[src/hdl/ucsc_pkg.sv]
// shared constants for one serial channel: register map, fields, timing
// assumes an 8-bit host port with 3 address lines, synchronous to clk
package ucsc_pkg;
	localparam logic [2:0] ADDR_DATA = 3'h0;
	localparam logic [2:0] ADDR_IER = 3'h1;
	localparam logic [2:0] ADDR_ISR_FCR = 3'h2;
	localparam logic [2:0] ADDR_LCR = 3'h3;
	localparam logic [2:0] ADDR_MCR = 3'h4;
	localparam logic [2:0] ADDR_LSR = 3'h5;
	localparam logic [2:0] ADDR_FEAT = 3'h7;
	localparam int IER_RX = 0;
	localparam int IER_TX = 1;
	localparam int FCR_EN = 0;
	localparam int FCR_RXRST = 1;
	localparam int FCR_TXRST = 2;
	localparam int FCR_TRIG_LO = 6;
	localparam int LCR_STOP = 2;
	localparam int LCR_PAR = 3;
	localparam int LCR_EVEN = 4;
	localparam int LCR_DLAB = 7;
	localparam int MCR_PRESC = 7;
	localparam int FEAT_HDX = 3;
	localparam int TAG_LO = 8;
	localparam logic [7:0] REG_RST = 8'h00;
	localparam logic [7:0] DLL_RST = 8'h01;
	localparam logic [7:0] ISR_NONE = 8'h01;
	localparam logic [7:0] ISR_THR = 8'h02;
	localparam logic [7:0] ISR_RXRDY = 8'h04;
	localparam logic [7:0] ISR_TMO = 8'h0c;
	localparam logic [1:0] ISR_FIFO_ON = 2'h3;
	localparam logic [3:0] SUB_LAST = 4'hf;
	localparam logic [3:0] HALF_LAST = 4'h7;
	localparam logic [1:0] PRESC_LAST = 2'h3;
	localparam logic [2:0] DATA_LAST_MIN = 3'h4;
	localparam logic [2:0] DATA_LAST_MAX = 3'h7;
	localparam logic [3:0] CHAR_BITS_MIN = 4'h7;
	localparam int SAMPLES = 16;
	localparam int TMO_CHARS = 4;
	localparam int TMO_EXTRA = 12;
	localparam logic [7:0] RX_TRIG0 = 8'h08;
	localparam logic [7:0] RX_TRIG1 = 8'h10;
	localparam logic [7:0] RX_TRIG2 = 8'h38;
	localparam logic [7:0] RX_TRIG3 = 8'h3c;
	localparam logic [7:0] TX_TRIG0 = 8'h08;
	localparam logic [7:0] TX_TRIG1 = 8'h10;
	localparam logic [7:0] TX_TRIG2 = 8'h20;
	localparam logic [7:0] TX_TRIG3 = 8'h38;
	typedef enum logic [2:0] {
		SER_IDLE = 3'b000,
		SER_START = 3'b001,
		SER_DATA = 3'b010,
		SER_PARITY = 3'b011,
		SER_STOP = 3'b100
	} ucsc_ser_e;
endpackage

[src/hdl/ucsc_channel.sv]
// one serial channel: host port, prescaler, 16x rate generator, tx/rx fifos
// assumes host strobes synchronous to clk; clk also acts as oscillator
//
// Contract
// - no fifo: irq low while byte held, high when empty (hdx: tx idle)
// - fifo: tx irq low above trigger, high below it or empty
// - fifo: rx irq high once fill reaches trigger, low below
// - half-duplex mode off after reset, on via feature bit 3
// - prescaler divides clock by 1, or by 4 when modem bit 7 set
// - 16-bit divisor 1..65535 makes the 16x sampling tick
// - divisor split into high and low byte registers
// - each transmitted bit lasts exactly sixteen sampling ticks
// - frame: start, data lsb first, optional parity, stop bits
// - fifo mode: each holding-port write enters 128-byte tx fifo, dropped when full
// - no fifo: holding-empty set on move to shifter, tx irq source
// - fifo mode: holding-empty set whenever tx fifo empty
// - fifo mode: tx irq when fill drops below trigger, if enabled
// - tx-empty bit only when shifter idle and, in fifo mode, fifo empty
// - start edge: wait 8 ticks, accept only if line still low
// - sample data, parity, stop at centres, flag errors
// - rx fifo 128 x 11 bits, oldest entry on receive port
// - reading receive port pops and shows next entry's error tags
// - data-ready irq per character or at trigger level
// - timeout irq after 4 characters plus 12 bits of silence
// - host access needs no rate tick running
`timescale 1ns/1ps
module ucsc_channel
	import ucsc_pkg::*;
#(
	parameter int FIFO_DEPTH = 128
) (
	input wire logic clk,
	input wire logic nrst,
	input wire logic ce,
	input wire logic cs,
	input wire logic rd,
	input wire logic wr,
	input wire logic [2:0] addr,
	input wire logic [7:0] wdata,
	output logic [7:0] rdata,
	input wire logic rxd,
	output logic txd,
	output logic irqOut
);
	localparam int PW = $clog2(FIFO_DEPTH);
	generate
		if (FIFO_DEPTH < 64 || (FIFO_DEPTH & (FIFO_DEPTH - 1)) != 0) begin : g_bad
			$error("FIFO_DEPTH must be a power of two, 64 or more");
		end
	endgenerate

	function automatic logic [7:0] trigLevel(input logic [1:0] sel,
		input logic rxSide);
		logic [7:0] lvl;
		lvl = TX_TRIG0;
		case (sel)
			2'h0: lvl = rxSide ? RX_TRIG0 : TX_TRIG0;
			2'h1: lvl = rxSide ? RX_TRIG1 : TX_TRIG1;
			2'h2: lvl = rxSide ? RX_TRIG2 : TX_TRIG2;
			default: lvl = rxSide ? RX_TRIG3 : TX_TRIG3;
		endcase
		return lvl;
	endfunction

	logic [1:0] ierReg;
	logic fifoEnReg;
	logic [1:0] trigSelReg;
	logic [7:0] lcrReg, mcrReg, dllReg, dlhReg, featReg;
	logic [7:0] txMem [FIFO_DEPTH];
	logic [10:0] rxMem [FIFO_DEPTH];
	logic [PW-1:0] txWp_reg, txRp_reg, rxWp_reg, rxRp_reg;
	logic [PW:0] txCount_reg, rxCount_reg;
	logic [1:0] presCnt_reg;
	logic [15:0] baudCnt_reg;
	ucsc_ser_e txState_reg, txState_next, rxState_reg, rxState_next;
	logic [3:0] txSub_reg, txSub_next, rxSub_reg, rxSub_next;
	logic [2:0] txBit_reg, txBit_next, rxBit_reg, rxBit_next;
	logic [7:0] txShift_reg, txShift_next, rxShift_reg, rxShift_next;
	logic txPar_reg, txPar_next, rxPar_reg, rxPar_next;
	logic txStop2_reg, txStop2_next, rxPe_reg, rxPe_next, txdNext;
	logic rxPrev_reg, overrun_reg, thrIrq_reg;
	logic [11:0] tmoCnt_reg;

	// host port decode; no dependence on the rate tick
	wire acc = cs & ce;
	wire dlab = lcrReg[LCR_DLAB];
	wire thrWrite = acc & wr & (addr == ADDR_DATA) & ~dlab;
	wire rhrRead = acc & rd & (addr == ADDR_DATA) & ~dlab;
	wire isrRead = acc & rd & (addr == ADDR_ISR_FCR);
	wire lsrRead = acc & rd & (addr == ADDR_LSR);
	wire fcrWrite = acc & wr & (addr == ADDR_ISR_FCR);
	wire fifoEn = fifoEnReg;
	wire hdx = featReg[FEAT_HDX];
	wire txClr = fcrWrite & (wdata[FCR_TXRST] | (wdata[FCR_EN] != fifoEn));
	wire rxClr = fcrWrite & (wdata[FCR_RXRST] | (wdata[FCR_EN] != fifoEn));
	wire [7:0] txTrig = trigLevel(trigSelReg, 1'b0);
	wire [7:0] rxTrig = trigLevel(trigSelReg, 1'b1);
	wire [2:0] dataLast = DATA_LAST_MIN + {1'b0, lcrReg[1:0]};

	// rate generation
	wire [15:0] divisor = {dlhReg, dllReg};
	wire presBy4 = mcrReg[MCR_PRESC];
	wire preTick = ce & (~presBy4 | (presCnt_reg == PRESC_LAST));
	// divisor zero stops the tick rather than wrapping to 65536
	wire tick16 = preTick & (divisor != 16'h0000) &
		(baudCnt_reg >= divisor - 16'h0001);

	// tx fifo; non-fifo mode is a one-entry holding register
	wire txFull = fifoEn ? (int'(txCount_reg) >= FIFO_DEPTH) :
		(txCount_reg != '0);
	wire txPush = thrWrite & ~txFull;
	// load waits for a tick so the start bit lasts a full bit time
	wire txPop = tick16 & (txState_reg == SER_IDLE) & (txCount_reg != '0);
	wire txAllEmpty = (txCount_reg == '0) & (txState_reg == SER_IDLE);
	wire tsrEmpty = (txState_reg == SER_IDLE) &
		(~fifoEn | (txCount_reg == '0));
	wire txBitEnd = tick16 & (txSub_reg == SUB_LAST);
	wire thrSet = txPop & (fifoEn ? (int'(txCount_reg) == int'(txTrig)) :
		(int'(txCount_reg) == 1));

	// rx side
	wire rxBitEnd = tick16 & (rxSub_reg == SUB_LAST);
	wire rxPush = (rxState_reg == SER_STOP) & rxBitEnd;
	wire [7:0] rxData = rxShift_reg >> (DATA_LAST_MAX - dataLast);
	wire frameErr = ~rxd;
	wire breakInd = frameErr & (rxData == 8'h00);
	wire [10:0] rxEntry = {breakInd, frameErr, rxPe_reg, rxData};
	wire rxFull = fifoEn & (int'(rxCount_reg) >= FIFO_DEPTH);
	wire rxDo = rxPush & ~rxFull;
	wire rxPop = rhrRead & (rxCount_reg != '0);
	wire [PW-1:0] rxWrAddr = fifoEn ? rxWp_reg : rxRp_reg;
	wire ovrSet = rxPush & (rxFull | (~fifoEn & (rxCount_reg != '0) & ~rxPop));
	wire [2:0] headTags = (rxCount_reg != '0) ?
		rxMem[rxRp_reg][TAG_LO +: 3] : 3'h0;

	// silence timeout: 4 characters plus 12 bits, counted in 16x ticks
	wire [3:0] charBits = CHAR_BITS_MIN + {2'h0, lcrReg[1:0]} +
		{3'h0, lcrReg[LCR_PAR]} + {3'h0, lcrReg[LCR_STOP]};
	wire [11:0] tmoLimit = 12'((TMO_CHARS * int'(charBits) + TMO_EXTRA) *
		SAMPLES);
	wire tmoFlag = (tmoCnt_reg == tmoLimit) & (rxCount_reg != '0);

	// interrupt conditions
	wire txPin = fifoEn ? (int'(txCount_reg) < int'(txTrig)) :
		(hdx ? txAllEmpty : (txCount_reg == '0));
	wire rxPin = fifoEn ? (int'(rxCount_reg) >= int'(rxTrig)) :
		(rxCount_reg != '0);
	wire irqNext = (ierReg[IER_TX] & txPin) |
		(ierReg[IER_RX] & (rxPin | tmoFlag));
	wire [7:0] isrCode = (ierReg[IER_RX] & tmoFlag) ? ISR_TMO :
		(ierReg[IER_RX] & rxPin) ? ISR_RXRDY :
		(ierReg[IER_TX] & thrIrq_reg) ? ISR_THR : ISR_NONE;
	wire [7:0] isrVal = {fifoEn ? ISR_FIFO_ON : 2'h0, isrCode[5:0]};
	wire [7:0] lsrVal = {1'b0, tsrEmpty, txCount_reg == '0, headTags,
		overrun_reg, rxCount_reg != '0};
	wire [7:0] rdMux = (addr == ADDR_DATA) ? (dlab ? dllReg :
			rxMem[rxRp_reg][7:0]) :
		(addr == ADDR_IER) ? (dlab ? dlhReg : {6'h00, ierReg}) :
		(addr == ADDR_ISR_FCR) ? isrVal :
		(addr == ADDR_LCR) ? lcrReg :
		(addr == ADDR_MCR) ? mcrReg :
		(addr == ADDR_LSR) ? lsrVal :
		(addr == ADDR_FEAT) ? featReg : 8'h00;

	always_ff @(posedge clk) begin
		if (!nrst) begin
			ierReg <= 2'h0;
			fifoEnReg <= 1'b0;
			trigSelReg <= 2'h0;
			lcrReg <= REG_RST;
			mcrReg <= REG_RST;
			dllReg <= DLL_RST;
			dlhReg <= REG_RST;
			featReg <= REG_RST;
		end else if (acc & wr) begin
			case (addr)
				ADDR_DATA: if (dlab) dllReg <= wdata;
				ADDR_IER: if (dlab) dlhReg <= wdata;
					else ierReg <= wdata[1:0];
				ADDR_ISR_FCR: begin
					fifoEnReg <= wdata[FCR_EN];
					trigSelReg <= wdata[FCR_TRIG_LO +: 2];
				end
				ADDR_LCR: lcrReg <= wdata;
				ADDR_MCR: mcrReg <= wdata;
				ADDR_FEAT: featReg <= wdata;
				default: ;
			endcase
		end
	end

	always_ff @(posedge clk) begin
		if (!nrst) begin
			presCnt_reg <= 2'h0;
			baudCnt_reg <= 16'h0000;
		end else if (ce) begin
			presCnt_reg <= presBy4 ? presCnt_reg + 2'h1 : 2'h0;
			if (tick16 | (divisor == 16'h0000))
				baudCnt_reg <= 16'h0000;
			else if (preTick)
				baudCnt_reg <= baudCnt_reg + 16'h0001;
		end
	end

	// fifo storage carries no reset; counts define what is valid
	always_ff @(posedge clk) begin
		if (ce & txPush)
			txMem[txWp_reg] <= wdata;
		if (ce & rxDo)
			rxMem[rxWrAddr] <= rxEntry;
	end

	always_ff @(posedge clk) begin
		if (!nrst || (ce && txClr)) begin
			txWp_reg <= '0;
			txRp_reg <= '0;
			txCount_reg <= '0;
		end else if (ce) begin
			txWp_reg <= txWp_reg + PW'(txPush);
			txRp_reg <= txRp_reg + PW'(txPop);
			txCount_reg <= txCount_reg + (PW+1)'(txPush) - (PW+1)'(txPop);
		end
	end

	always_ff @(posedge clk) begin
		if (!nrst || (ce && rxClr)) begin
			rxWp_reg <= '0;
			rxRp_reg <= '0;
			rxCount_reg <= '0;
		end else if (ce) begin
			rxWp_reg <= rxWp_reg + PW'(rxDo & fifoEn);
			rxRp_reg <= rxRp_reg + PW'(rxPop & fifoEn);
			if (!fifoEn)
				rxCount_reg <= rxDo ? (PW+1)'(1) : (rxPop ? '0 : rxCount_reg);
			else
				rxCount_reg <= rxCount_reg + (PW+1)'(rxDo) - (PW+1)'(rxPop);
		end
	end

	// sticky flags: a set in the clearing cycle wins
	always_ff @(posedge clk) begin
		if (!nrst) begin
			overrun_reg <= 1'b0;
			thrIrq_reg <= 1'b0;
			tmoCnt_reg <= 12'h000;
			irqOut <= 1'b0;
			rdata <= 8'h00;
		end else if (ce) begin
			overrun_reg <= ovrSet | (overrun_reg & ~lsrRead);
			thrIrq_reg <= thrSet | (thrIrq_reg & ~thrWrite &
				~(isrRead & (isrCode == ISR_THR)));
			if (rxPush | rxPop | (rxCount_reg == '0))
				tmoCnt_reg <= 12'h000;
			else if (tick16 & (tmoCnt_reg != tmoLimit))
				tmoCnt_reg <= tmoCnt_reg + 12'h001;
			irqOut <= irqNext;
			if (acc & rd)
				rdata <= rdMux;
		end
	end

	// transmitter sequencing
	always_comb begin
		txState_next = txState_reg;
		txSub_next = txSub_reg;
		txBit_next = txBit_reg;
		txShift_next = txShift_reg;
		txPar_next = txPar_reg;
		txStop2_next = txStop2_reg;
		if (txState_reg != SER_IDLE && tick16)
			txSub_next = txSub_reg + 4'h1;
		case (txState_reg)
			SER_IDLE: if (txPop) begin
				txState_next = SER_START;
				txShift_next = txMem[txRp_reg];
				txPar_next = ~lcrReg[LCR_EVEN];
				txSub_next = 4'h0;
			end
			SER_START: if (txBitEnd) begin
				txState_next = SER_DATA;
				txBit_next = 3'h0;
			end
			SER_DATA: if (txBitEnd) begin
				txShift_next = {1'b0, txShift_reg[7:1]};
				txPar_next = txPar_reg ^ txShift_reg[0];
				txBit_next = txBit_reg + 3'h1;
				txStop2_next = 1'b0;
				if (txBit_reg == dataLast)
					txState_next = lcrReg[LCR_PAR] ? SER_PARITY : SER_STOP;
			end
			SER_PARITY: if (txBitEnd) txState_next = SER_STOP;
			SER_STOP: if (txBitEnd) begin
				if (lcrReg[LCR_STOP] && !txStop2_reg)
					txStop2_next = 1'b1;
				else
					txState_next = SER_IDLE;
			end
			default: txState_next = SER_IDLE;
		endcase
		case (txState_next)
			SER_START: txdNext = 1'b0;
			SER_DATA: txdNext = txShift_next[0];
			SER_PARITY: txdNext = txPar_next;
			default: txdNext = 1'b1;
		endcase
	end

	// receiver sequencing
	always_comb begin
		rxState_next = rxState_reg;
		rxSub_next = rxSub_reg;
		rxBit_next = rxBit_reg;
		rxShift_next = rxShift_reg;
		rxPar_next = rxPar_reg;
		rxPe_next = rxPe_reg;
		if (rxState_reg != SER_IDLE && tick16)
			rxSub_next = rxSub_reg + 4'h1;
		case (rxState_reg)
			SER_IDLE: if (rxPrev_reg && !rxd) begin
				rxState_next = SER_START;
				rxSub_next = 4'h0;
			end
			SER_START: if (tick16 && rxSub_reg == HALF_LAST) begin
				// a glitch shorter than half a bit is dropped here
				rxState_next = rxd ? SER_IDLE : SER_DATA;
				rxSub_next = 4'h0;
				rxBit_next = 3'h0;
				rxPar_next = ~lcrReg[LCR_EVEN];
				rxPe_next = 1'b0;
			end
			SER_DATA: if (rxBitEnd) begin
				rxShift_next = {rxd, rxShift_reg[7:1]};
				rxPar_next = rxPar_reg ^ rxd;
				rxBit_next = rxBit_reg + 3'h1;
				if (rxBit_reg == dataLast)
					rxState_next = lcrReg[LCR_PAR] ? SER_PARITY : SER_STOP;
			end
			SER_PARITY: if (rxBitEnd) begin
				rxPe_next = rxd != rxPar_reg;
				rxState_next = SER_STOP;
			end
			SER_STOP: if (rxBitEnd) rxState_next = SER_IDLE;
			default: rxState_next = SER_IDLE;
		endcase
	end

	always_ff @(posedge clk) begin
		if (!nrst) begin
			txState_reg <= SER_IDLE;
			rxState_reg <= SER_IDLE;
			{txSub_reg, rxSub_reg, txBit_reg, rxBit_reg} <= 14'h0000;
			{txShift_reg, rxShift_reg} <= 16'h0000;
			{txPar_reg, rxPar_reg, txStop2_reg, rxPe_reg} <= 4'h0;
			rxPrev_reg <= 1'b1;
			txd <= 1'b1;
		end else if (ce) begin
			txState_reg <= txState_next;
			rxState_reg <= rxState_next;
			{txSub_reg, rxSub_reg} <= {txSub_next, rxSub_next};
			{txBit_reg, rxBit_reg} <= {txBit_next, rxBit_next};
			{txShift_reg, rxShift_reg} <= {txShift_next, rxShift_next};
			{txPar_reg, rxPar_reg} <= {txPar_next, rxPar_next};
			{txStop2_reg, rxPe_reg} <= {txStop2_next, rxPe_next};
			rxPrev_reg <= rxd;
			txd <= txdNext;
		end
	end

	property p_hdx_reset;
		@(posedge clk) !$past(nrst) |-> !hdx;
	endproperty
	a_hdx_reset: assert property (p_hdx_reset) else $error("hdx on after reset");
	property p_presc_div4;
		@(posedge clk) disable iff (!nrst)
		// a rewrite that drops the divide-by-4 may tick early
		preTick && presBy4 |=> (!preTick || !presBy4) [*3];
	endproperty
	a_presc_div4: assert property (p_presc_div4) else $error("prescale gap");
	property p_tx_bit_len;
		@(posedge clk) disable iff (!nrst)
		$past(txState_reg) != SER_IDLE && txState_reg != $past(txState_reg)
			|-> $past(txSub_reg) == SUB_LAST && $past(tick16);
	endproperty
	a_tx_bit_len: assert property (p_tx_bit_len) else $error("bit length");
	property p_start_low;
		@(posedge clk) disable iff (!nrst)
		txState_reg == SER_START |-> !txd;
	endproperty
	a_start_low: assert property (p_start_low) else $error("start not low");
	property p_tx_push;
		@(posedge clk) disable iff (!nrst)
		txPush && !txPop && !txClr |=>
			txCount_reg == $past(txCount_reg) + 1'b1;
	endproperty
	a_tx_push: assert property (p_tx_push) else $error("tx fifo count");
	property p_false_start;
		@(posedge clk) disable iff (!nrst)
		ce && rxState_reg == SER_START && tick16 && rxSub_reg == HALF_LAST
			&& rxd |=> rxState_reg == SER_IDLE;
	endproperty
	a_false_start: assert property (p_false_start) else $error("false start");
	property p_rx_pop;
		@(posedge clk) disable iff (!nrst)
		ce && fifoEn && rxPop && !rxDo && !rxClr |=>
			rxCount_reg == $past(rxCount_reg) - 1'b1;
	endproperty
	a_rx_pop: assert property (p_rx_pop) else $error("rx pop count");
	property p_irq_thr_busy;
		@(posedge clk) disable iff (!nrst)
		ce && !fifoEn && ierReg == 2'h2 && txCount_reg != '0 |=> !irqOut;
	endproperty
	a_irq_thr_busy: assert property (p_irq_thr_busy) else $error("irq high");
	property p_irq_rx_trig;
		@(posedge clk) disable iff (!nrst)
		ce && fifoEn && ierReg == 2'h1 && int'(rxCount_reg) >= int'(rxTrig)
			|=> irqOut;
	endproperty
	a_irq_rx_trig: assert property (p_irq_rx_trig) else $error("irq low");
	c_frame: cover property (@(posedge clk) txState_reg == SER_STOP
		##1 txState_reg == SER_IDLE);
	c_rx_char: cover property (@(posedge clk) rxDo);
	c_timeout: cover property (@(posedge clk) tmoFlag);
	c_rx_full: cover property (@(posedge clk) rxFull);
endmodule // ucsc_channel

[config.mk]
export PLATFORM = sky130hd
export DESIGN_NAME = ucsc_channel
export DESIGN_NICKNAME = d
export VERILOG_FILES = /design/src/hdl/ucsc_pkg.sv /design/src/hdl/ucsc_channel.sv
export SDC_FILE = /design/constraint.sdc
export NUM_CORES = 2
export LEC_CHECK = 0
export BUFFER_PORTS_ARGS = -buffer_cell sky130_fd_sc_hd__buf_4
export CORE_MARGIN = 2
export CORE_UTILIZATION = 45
export CTS_CLUSTER_SIZE = 16
export DETAILED_ROUTE_END_ITERATION = 7
export PLACE_DENSITY_LB_ADDON = 0.12
export SYNTH_ARGS = -nofsm -noshare
export SYNTH_HDL_FRONTEND = slang
export SYNTH_SLANG_ARGS = --single-unit
export TNS_END_PERCENT = 10
[constraint.sdc]
create_clock -name clk -period 13.3 [get_ports clk]
set_input_delay 1.995 -clock clk [delete_from_list [all_inputs] [get_ports clk]]
set_output_delay 1.995 -clock clk [all_outputs]
set_load 0.005 [all_outputs]
### Word level (Yosys, flattened, before mapping)

Memories as Yosys holds them, arrays and structs flattened. A register that Yosys moved wholly into a read port is not among the register bits.
Cells that the tools add are included.

| operators by class | value |
|---|---|
| add/subtract/negate cells | 22 |
| $lt $le $gt $ge | 5 |
| equal/unequal tests | 43 |
| shifts and indexed selects | 1 |
| multiplexer cells | 85 |
| bitwise operators | 71 |
| reduce and logical (&&, ||, !) cells | 51 |

Operators by type and width:

| cell | number |
|---|---|
| 8-bit 2-to-1 mux | 14 |
| 3-bit 2-to-1 mux | 20 |
| 1-bit AND | 46 |
| 6-bit case mux with 3 select lines | 2 |
| 7-bit 2-to-1 mux | 5 |
| 16-bit 2-to-1 mux | 2 |
| 3-bit case mux with 5 select lines | 2 |
| 7-bit by 1-bit adder with 7-bit output | 4 |
| 4-bit 2-to-1 mux | 7 |
| 3-bit by 2-bit == test with 1-bit output, second input constant | 8 |
| 8-bit logical NOT | 3 |
| 12-bit 2-to-1 mux | 2 |
| 2-bit inequality test, second input constant | 11 |
| 1-bit 2-to-1 mux | 18 |
| 16-bit by 1-bit adder with 16-bit output, second input constant | 1 |
| 8-bit by 1-bit adder with 8-bit output | 2 |
| 16-bit greater-or-equal comparator | 1 |
| 8-bit greater-or-equal comparator, second input constant | 2 |
| 16-bit logical NOT | 1 |
| 8-bit case mux with 2 select lines | 1 |
| 2-bit AND reduction | 8 |
| 4-bit AND reduction | 4 |
| 16-bit nonzero test | 1 |
| 8-bit nonzero test | 2 |
| 45 further kinds | 111 |

| word-level totals | value |
|---|---|
| register bits | 172 |
| RAM bits | 2432 |
| input port bits | 18 |
| output and inout port bits | 10 |
| logic and storage cells | 316 |
| memories kept | 2 |

Memory list:

| name | depth | bits a word | rd ports | clocked after memory_dff | wr ports | RTL line | source |
|---|---|---|---|---|---|---|---|
| rxMem | 128 | 11 | 1 | 1 | 1 | ucsc_channel.sv:70 | `logic [10:0] rxMem [FIFO_DEPTH];` |
| txMem | 128 | 8 | 1 | 1 | 1 | ucsc_channel.sv:69 | `logic [7:0] txMem [FIFO_DEPTH];` |

### Logic depth before layout (Yosys ltp)

| logic depth | value |
|---|---|
| depth after elaboration | 13 |
| gate-level depth with buffers | 27 |
| gate-level depth less buffers | 26 |

### Least setup slack after synthesis

Ideal clock, no wire load.

| path | value |
|---|---|
| kind | reg2reg |
| start point | register lcrReg[1] |
| end point | memory rxMem[0][10] (data pin) |
| library setup time | 1.653 ns |
| arrival | 12.741 ns |
| required time | 11.647 ns |
| setup slack | -1.094 ns |
| cell stages (with the launch flop) | 6 |
| buffers on the path | 2 |
| clock period less this slack | 14.394 ns |
| cell sequence | dfxtp_1 > clkbuf_1 > clkbuf_1 > mux2i_1 > o21ai_0 > nor4b_1 |

| on the way | value |
|---|---|
| cells in the longest elaborated chain, start to end | 5 |

Ends and longest elaborated chain:

| element | RTL line | source |
|---|---|---|
| start: declaration | ucsc_channel.sv:68 | `logic [7:0] lcrReg, mcrReg, dllReg, dlhReg, featReg;` |
| start signal: assignment | ucsc_channel.sv:184 | `ADDR_LCR: lcrReg <= wdata;` |
| 3-bit by 2-bit adder with 3-bit output | ucsc_channel.sv:98 | `wire [2:0] dataLast = DATA_LAST_MIN + {1'b0, lcrReg[1:0]};` |
| 3-bit subtractor | ucsc_channel.sv:124 | `wire [7:0] rxData = rxShift_reg >> (DATA_LAST_MAX - dataLast);` |
| 8-bit by 3-bit >> shifter with 8-bit output | ucsc_channel.sv:124 |  |
| via rxData[5] | ucsc_channel.sv:124 |  |
| 8-bit logical NOT | ucsc_channel.sv:126 | `wire breakInd = frameErr & (rxData == 8'h00);` |
| 1-bit AND | ucsc_channel.sv:126 |  |
| via breakInd | ucsc_channel.sv:126 |  |
| end: declaration | ucsc_channel.sv:70 |  |

The timed path passes the listed nets, and every way through them passes these cells.

### Final worst setup path

| path | value |
|---|---|
| start point | register dllReg[2] |
| end point | memory rxMem[108][4] (enable) |

| on the way | value |
|---|---|
| cells in the longest elaborated chain, start to end | 9 |
| elaborated cells on any way between the ends | 11 |
| those cells by class | 1 x add/sub; 1 x order compare; 2 x mux; 6 x bitwise; 1 x reduce/logical |

Ends and longest elaborated chain:

| element | RTL line | source |
|---|---|---|
| start: declaration | ucsc_channel.sv:68 |  |
| start signal: assignment | ucsc_channel.sv:177 | `ADDR_DATA: if (dlab) dllReg <= wdata;` |
| 16-bit by 1-bit subtractor with 16-bit output / 16-bit nonzero test (equally long branches) | ucsc_channel.sv:106, ucsc_channel.sv:105 |  |
| 16-bit greater-or-equal comparator / 1-bit AND (equally long branches) | ucsc_channel.sv:106, ucsc_channel.sv:105 |  |
| 1-bit AND (*) | ucsc_channel.sv:105 | `wire tick16 = preTick & (divisor != 16'h0000) &` |
| 1-bit AND (*) | ucsc_channel.sv:122 | `wire rxBitEnd = tick16 & (rxSub_reg == SUB_LAST);` |
| 1-bit AND (*) | ucsc_channel.sv:123 | `wire rxPush = (rxState_reg == SER_STOP) & rxBitEnd;` |
| 1-bit AND (*) | ucsc_channel.sv:129 | `wire rxDo = rxPush & ~rxFull;` |
| 1-bit AND (*) | ucsc_channel.sv:209 | `if (ce & rxDo)` |
| 1-bit 2-to-1 mux (*) | ucsc_channel.sv:209 |  |
| 1-bit 2-to-1 mux (implied by the code) (*) | ucsc_channel.sv:210 | `rxMem[rxWrAddr] <= rxEntry;` |

Every way passes the cells marked *; elsewhere a longest branch is shown, timed or not.

==> flow_summary.html <==
<table>
<tr><th>Metric</th><th>Value</th></tr>
<tr><th colspan="2">GRT</th></tr>
<tr><td>Via count of the first global-routing pass</td><td>52020</td></tr>
<tr><td>Number of antenna violations at the first check in global routing</td><td>9</td></tr>
<tr><td>Grt total ovfl</td><td>0</td></tr>
<tr><td>Maximum number of pins on one net before global-route repair</td><td>130</td></tr>
<tr><td>Global Route Usage Sum</td><td>0.233</td></tr>
<tr><td>Wire length of the first global-routing pass</td><td>between 300 and 400 mm</td></tr>
<tr><th colspan="2">STA</th></tr>
<tr><td>Final setup TNS</td><td>0 ns</td></tr>
<tr><td>Rel. slew slack</td><td>0.163</td></tr>
<tr><td>Setup-violating endpoint count in the final report</td><td>0</td></tr>
<tr><td>Max Transition Viols Final</td><td>0</td></tr>
<tr><td>Crit path setup slack, layout</td><td>between 6 and 7 ns</td></tr>
<tr><td>RSZ-0062 raised after global routing</td><td>no</td></tr>
<tr><td>Hold Violations, Final</td><td>0</td></tr>
<tr><td>Min Hold Slack</td><td>roughly 0.47 ns</td></tr>
<tr><td>Fmax achieved</td><td>around 0.16 GHz</td></tr>
<tr><td>Period minus WS final</td><td>about 6.4 ns</td></tr>
<tr><td>Period Utilization, post-route</td><td>0.479</td></tr>
<tr><td>Worst Clk Skew</td><td>0.0635 ns</td></tr>
<tr><td>Transition time at the pin with the least slew margin</td><td>roughly 1.2 ns</td></tr>
<tr><th colspan="2">Flow run</th></tr>
<tr><td>Max-cap violations</td><td>0</td></tr>
<tr><th colspan="2">Yosys</th></tr>
<tr><td>Synthesized cell area</td><td>~100000 µm²</td></tr>
<tr><td>Most common flop cell mapped by yosys</td><td>edfxtp_1</td></tr>
<tr><td>Yosys cell types</td><td>77</td></tr>
<tr><td>Largest area contributor in the synthesized netlist</td><td>edfxtp_1</td></tr>
<tr><td>Cell types occupying the most area after synthesis</td><td>edfxtp_1, mux4_2, dfxtp_1</td></tr>
<tr><td>Mean post-synth cell area</td><td>between 20 and 25 µm²</td></tr>
<tr><td>Fraction of post-synthesis cell area in the top cell type by area</td><td>0.701</td></tr>
<tr><td>Post-Syn Nets</td><td>between 5000 and 6000</td></tr>
<tr><td>Number of synthesized flops with an enable pin</td><td>roughly 2400</td></tr>
<tr><td>Share of synthesized registers carrying an async set or reset</td><td>0</td></tr>
<tr><td>Synth Register Bits</td><td>approximately 2600</td></tr>
<tr><td>Gate count after technology mapping</td><td>around 5200</td></tr>
<tr><td>Sequential-to-total area share from yosys stat</td><td>0.736</td></tr>
<tr><td>Yosys warnings</td><td>0</td></tr>
<tr><th colspan="2">Critical path</th></tr>
<tr><td>Endpoint of the most critical setup path</td><td>rxMem[108][4]</td></tr>
<tr><td>Number of buffer and inverter stages on the critical path</td><td>1</td></tr>
<tr><td>Critical Path, Cell by Cell</td><td>or3_1 &gt; nor3_1 &gt; nand2b_1 &gt; nor2_1 &gt; nand2_1 &gt; xnor2_1 &gt; ha_1 &gt; nand4_1 &gt; a2111oi_0 &gt; a2111oi_2 &gt; a211oi_2 &gt; nand3_1 &gt; nor2_1 &gt; nand2_1 &gt; buf_4 &gt; nor2_1</td></tr>
<tr><td>Delay of the slowest critical-path stage</td><td>~0.81 ns</td></tr>
<tr><td>Start point of the critical path</td><td>dllReg[2]</td></tr>
<tr><td>Crit path max-delay family</td><td>simple AND/OR/NAND/NOR gates</td></tr>
<tr><td>Category of the worst setup path capture point</td><td>flip-flop</td></tr>
<tr><td>Startpoint of the lowest-slack register-to-register path</td><td>dllReg[2]</td></tr>
<tr><td>Crit path launch type</td><td>flip-flop</td></tr>
<tr><td>Reg-to-reg setup timing slack</td><td>between 6 and 7 ns</td></tr>
<tr><td>R2R cell count</td><td>16</td></tr>
<tr><td>Category of the critical setup timing path</td><td>reg2reg</td></tr>
<tr><td>Number of stages on the worst setup path</td><td>16</td></tr>
<tr><td>Reg-to-reg critical path endpoint</td><td>rxMem[108][4]</td></tr>
<tr><td>CP max FO</td><td>11</td></tr>
<tr><td>Cell type of the slowest stage on the worst timing path</td><td>nor2_1</td></tr>
<tr><td>Arrival time of the worst setup path</td><td>~6.9 ns</td></tr>
<tr><td>WP data required</td><td>approximately 14 ns</td></tr>
<tr><td>Most prevalent standard cell on the critical path</td><td>nor2_1</td></tr>
<tr><th colspan="2">Die</th></tr>
<tr><td>DIE AREA</td><td>235000 µm²</td></tr>
<tr><td>Core Rows</td><td>approximately 180</td></tr>
<tr><td>Floorplan core area</td><td>around 230000 µm²</td></tr>
<tr><td>Vert. Die Dim</td><td>485 µm</td></tr>
<tr><td>Effective utilization at floorplan</td><td>0.453</td></tr>
<tr><td>Horizontal die dimension</td><td>485 µm</td></tr>
<tr><td>Ports</td><td>28</td></tr>
<tr><th colspan="2">Layout</th></tr>
<tr><td>Synth-to-layout area growth</td><td>12.2%</td></tr>
<tr><td>Most common cell after layout, fill and taps aside</td><td>edfxtp_1</td></tr>
<tr><td>Number of flip-flops under the largest register name</td><td>1408</td></tr>
<tr><td>Proportion of layout cells with a drive suffix above 1</td><td>0.235</td></tr>
<tr><td>Cell area after layout</td><td>roughly 120000 µm²</td></tr>
<tr><td>Commonest cells after routing, fill and taps aside</td><td>edfxtp_1, mux4_2, nor2_1, clkbuf_16, dfxtp_1</td></tr>
<tr><td>Fin nets</td><td>approximately 5400</td></tr>
<tr><td>Final design utilization</td><td>0.508</td></tr>
<tr><td>Fillcell total</td><td>between 15000 and 20000</td></tr>
<tr><th colspan="2">Clocking</th></tr>
<tr><td>Clock-pin slew of the registers on the worst-case setup and hold paths</td><td>roughly 0.060 ns</td></tr>
<tr><td>Maximum clock path buffer count</td><td>4</td></tr>
<tr><td>Clock root buffer master</td><td>clkbuf_16</td></tr>
<tr><td>CTS tree</td><td>done</td></tr>
<tr><td>Postcts setup bufs</td><td>0</td></tr>
<tr><td>Latest clock arrival within the worst-skew pair</td><td>~0.95 ns</td></tr>
<tr><td>CTS Hold Bufs</td><td>0</td></tr>
<tr><td>TritonCTS Sinks</td><td>between 2000 and 3000</td></tr>
<tr><td>Cts repair resizes</td><td>0</td></tr>
<tr><td>Number of buffers inserted during clock tree synthesis</td><td>just under 300</td></tr>
<tr><td>Number of H-tree levels</td><td>5</td></tr>
<tr><th colspan="2">Detailed routing</th></tr>
<tr><td>Detailed-route wire length per cell</td><td>32.0 µm</td></tr>
<tr><td>Antenna Violating Nets Remaining</td><td>0</td></tr>
<tr><td>Drt via density</td><td>6.05</td></tr>
<tr><td>Post-route DRC violation count</td><td>0</td></tr>
<tr><td>Via Count</td><td>approximately 52000</td></tr>
<tr><td>Total wire length after detailed routing</td><td>274 mm</td></tr>
<tr><td>Detailed-routing iteration count for the pre-antenna-repair pass</td><td>5</td></tr>
<tr><td>Number of violations reported at the end of detailed-routing iteration 0</td><td>5940</td></tr>
<tr><th colspan="2">Min path</th></tr>
<tr><td>Worst hold path type</td><td>reg2reg</td></tr>
<tr><td>Worst hold path cell count</td><td>2</td></tr>
<tr><th colspan="2">Pwr</th></tr>
<tr><td>Power density relative to cell area</td><td>around 150 nW/µm²</td></tr>
<tr><td>Leak</td><td>0.0385 µW</td></tr>
<tr><td>Maximum vdd drop</td><td>between 0.1 and 0.15 mV</td></tr>
<tr><th colspan="2">Outcome</th></tr>
<tr><td>Run status</td><td>finished, final reports clean</td></tr>
<tr><th colspan="2">Placement</th></tr>
<tr><td>Total half-perimeter wirelength after legalization and detailed placement</td><td>168 mm</td></tr>
<tr><td>Placer's final routability congestion estimate</td><td>~0.84</td></tr>
<tr><td>Worst setup timing slack at the placement stage</td><td>6.80 ns</td></tr>
<tr><td>Cell area after placement</td><td>~110000 µm²</td></tr>
<tr><td>I/O Buffers</td><td>27</td></tr>
</table>
-- routing by layer --
layer,GRT usage,vias up,routed length (µm)
met3,0.0360,357,17600
met5,0,-,27
met4,0.0590,4,6400
met2,0.368,1963,131000
li1,-,21644,-
met1,0.341,27993,119000
-- how the worst min path moves through the flow --
stage                 end  startpoint
2_1_floorplan  rxPrev_reg  rxPrev_reg
3_3_place_gp   rxPrev_reg  rxPrev_reg
3_5_place_dp   rxPrev_reg  rxPrev_reg
4_1_cts        rxPrev_reg  rxPrev_reg
5_1_grt        rxPrev_reg  rxPrev_reg
6_report       rxPrev_reg  rxPrev_reg
-- cell families after synthesis --
group / Yosys count / synth area share
muxes: 875 / 0.172
xor gates and xnor gates: 79 / 0.00664
adders and majority gates: 79 / 0.00970
and+or+nand+nor: 849 / 0.0367
AOI/OAI and AO/OA: 367 / 0.0238
buffers and inverters: 342 / 0.0142
DFF: 2618 / 0.736
-- where the power goes --
part	switching, µW	internal, µW	total, µW	leakage, µW
Clock	3180	4540	7720	0.00439
Combinational	340	255	594	0.00769
Sequential	26.9	8940	8970	0.0264
Total	3540	13700	17300	0.0385
-- area by class of cell --
class                      instances  area (µm²)  area share
inverter                          62         235     0.00201
multi-input combinational       2249       26100       0.223
tap                             3026        3790      0.0324
sequential                      2618       76800       0.657
timing repair buffer             122        1020     0.00869
clock buffer                     357        7700      0.0658
clock inverter                   145        1310      0.0112
antenna                            5        12.5    0.000107
-- worst min-delay path: stages, from the launching register on --
cell and delay, ns:
dfxtp_1 0.33, mux2i_1 0.06, nand2_1 0.06
-- synthesized netlist by cell type (all sizes together) (7+ instances only) --
cell and instances:
nand2 178, xnor2 40, or3 17, a21oi 82, nand4 27, a21o 7
inv 59, mux2 18, o22ai 14, nor3 24, o21ai 64, o21bai 7
edfxtp 2432, mux2i 122, nand3 51, a211oi 25, and2 14, a21boi 33
nand2b 15, a2111oi 10, nor2 401, mux4 735, dfxtp 186, xor2 39
and3 14, nor4 7, o221ai 10, a22o 12, a31oi 13, nor2b 70
ha 76, clkbuf 148, a22oi 35, buf 132
-- metrics by stage --
stage	cells	total power [µW]
floorplan	5209	9530
global placement	8077	9750
detailed placement	8077	9750
CTS	8579	17400
global route	8582	17800
finish	8584	17300
Note: power is estimated with default switching activity, not from simulation.
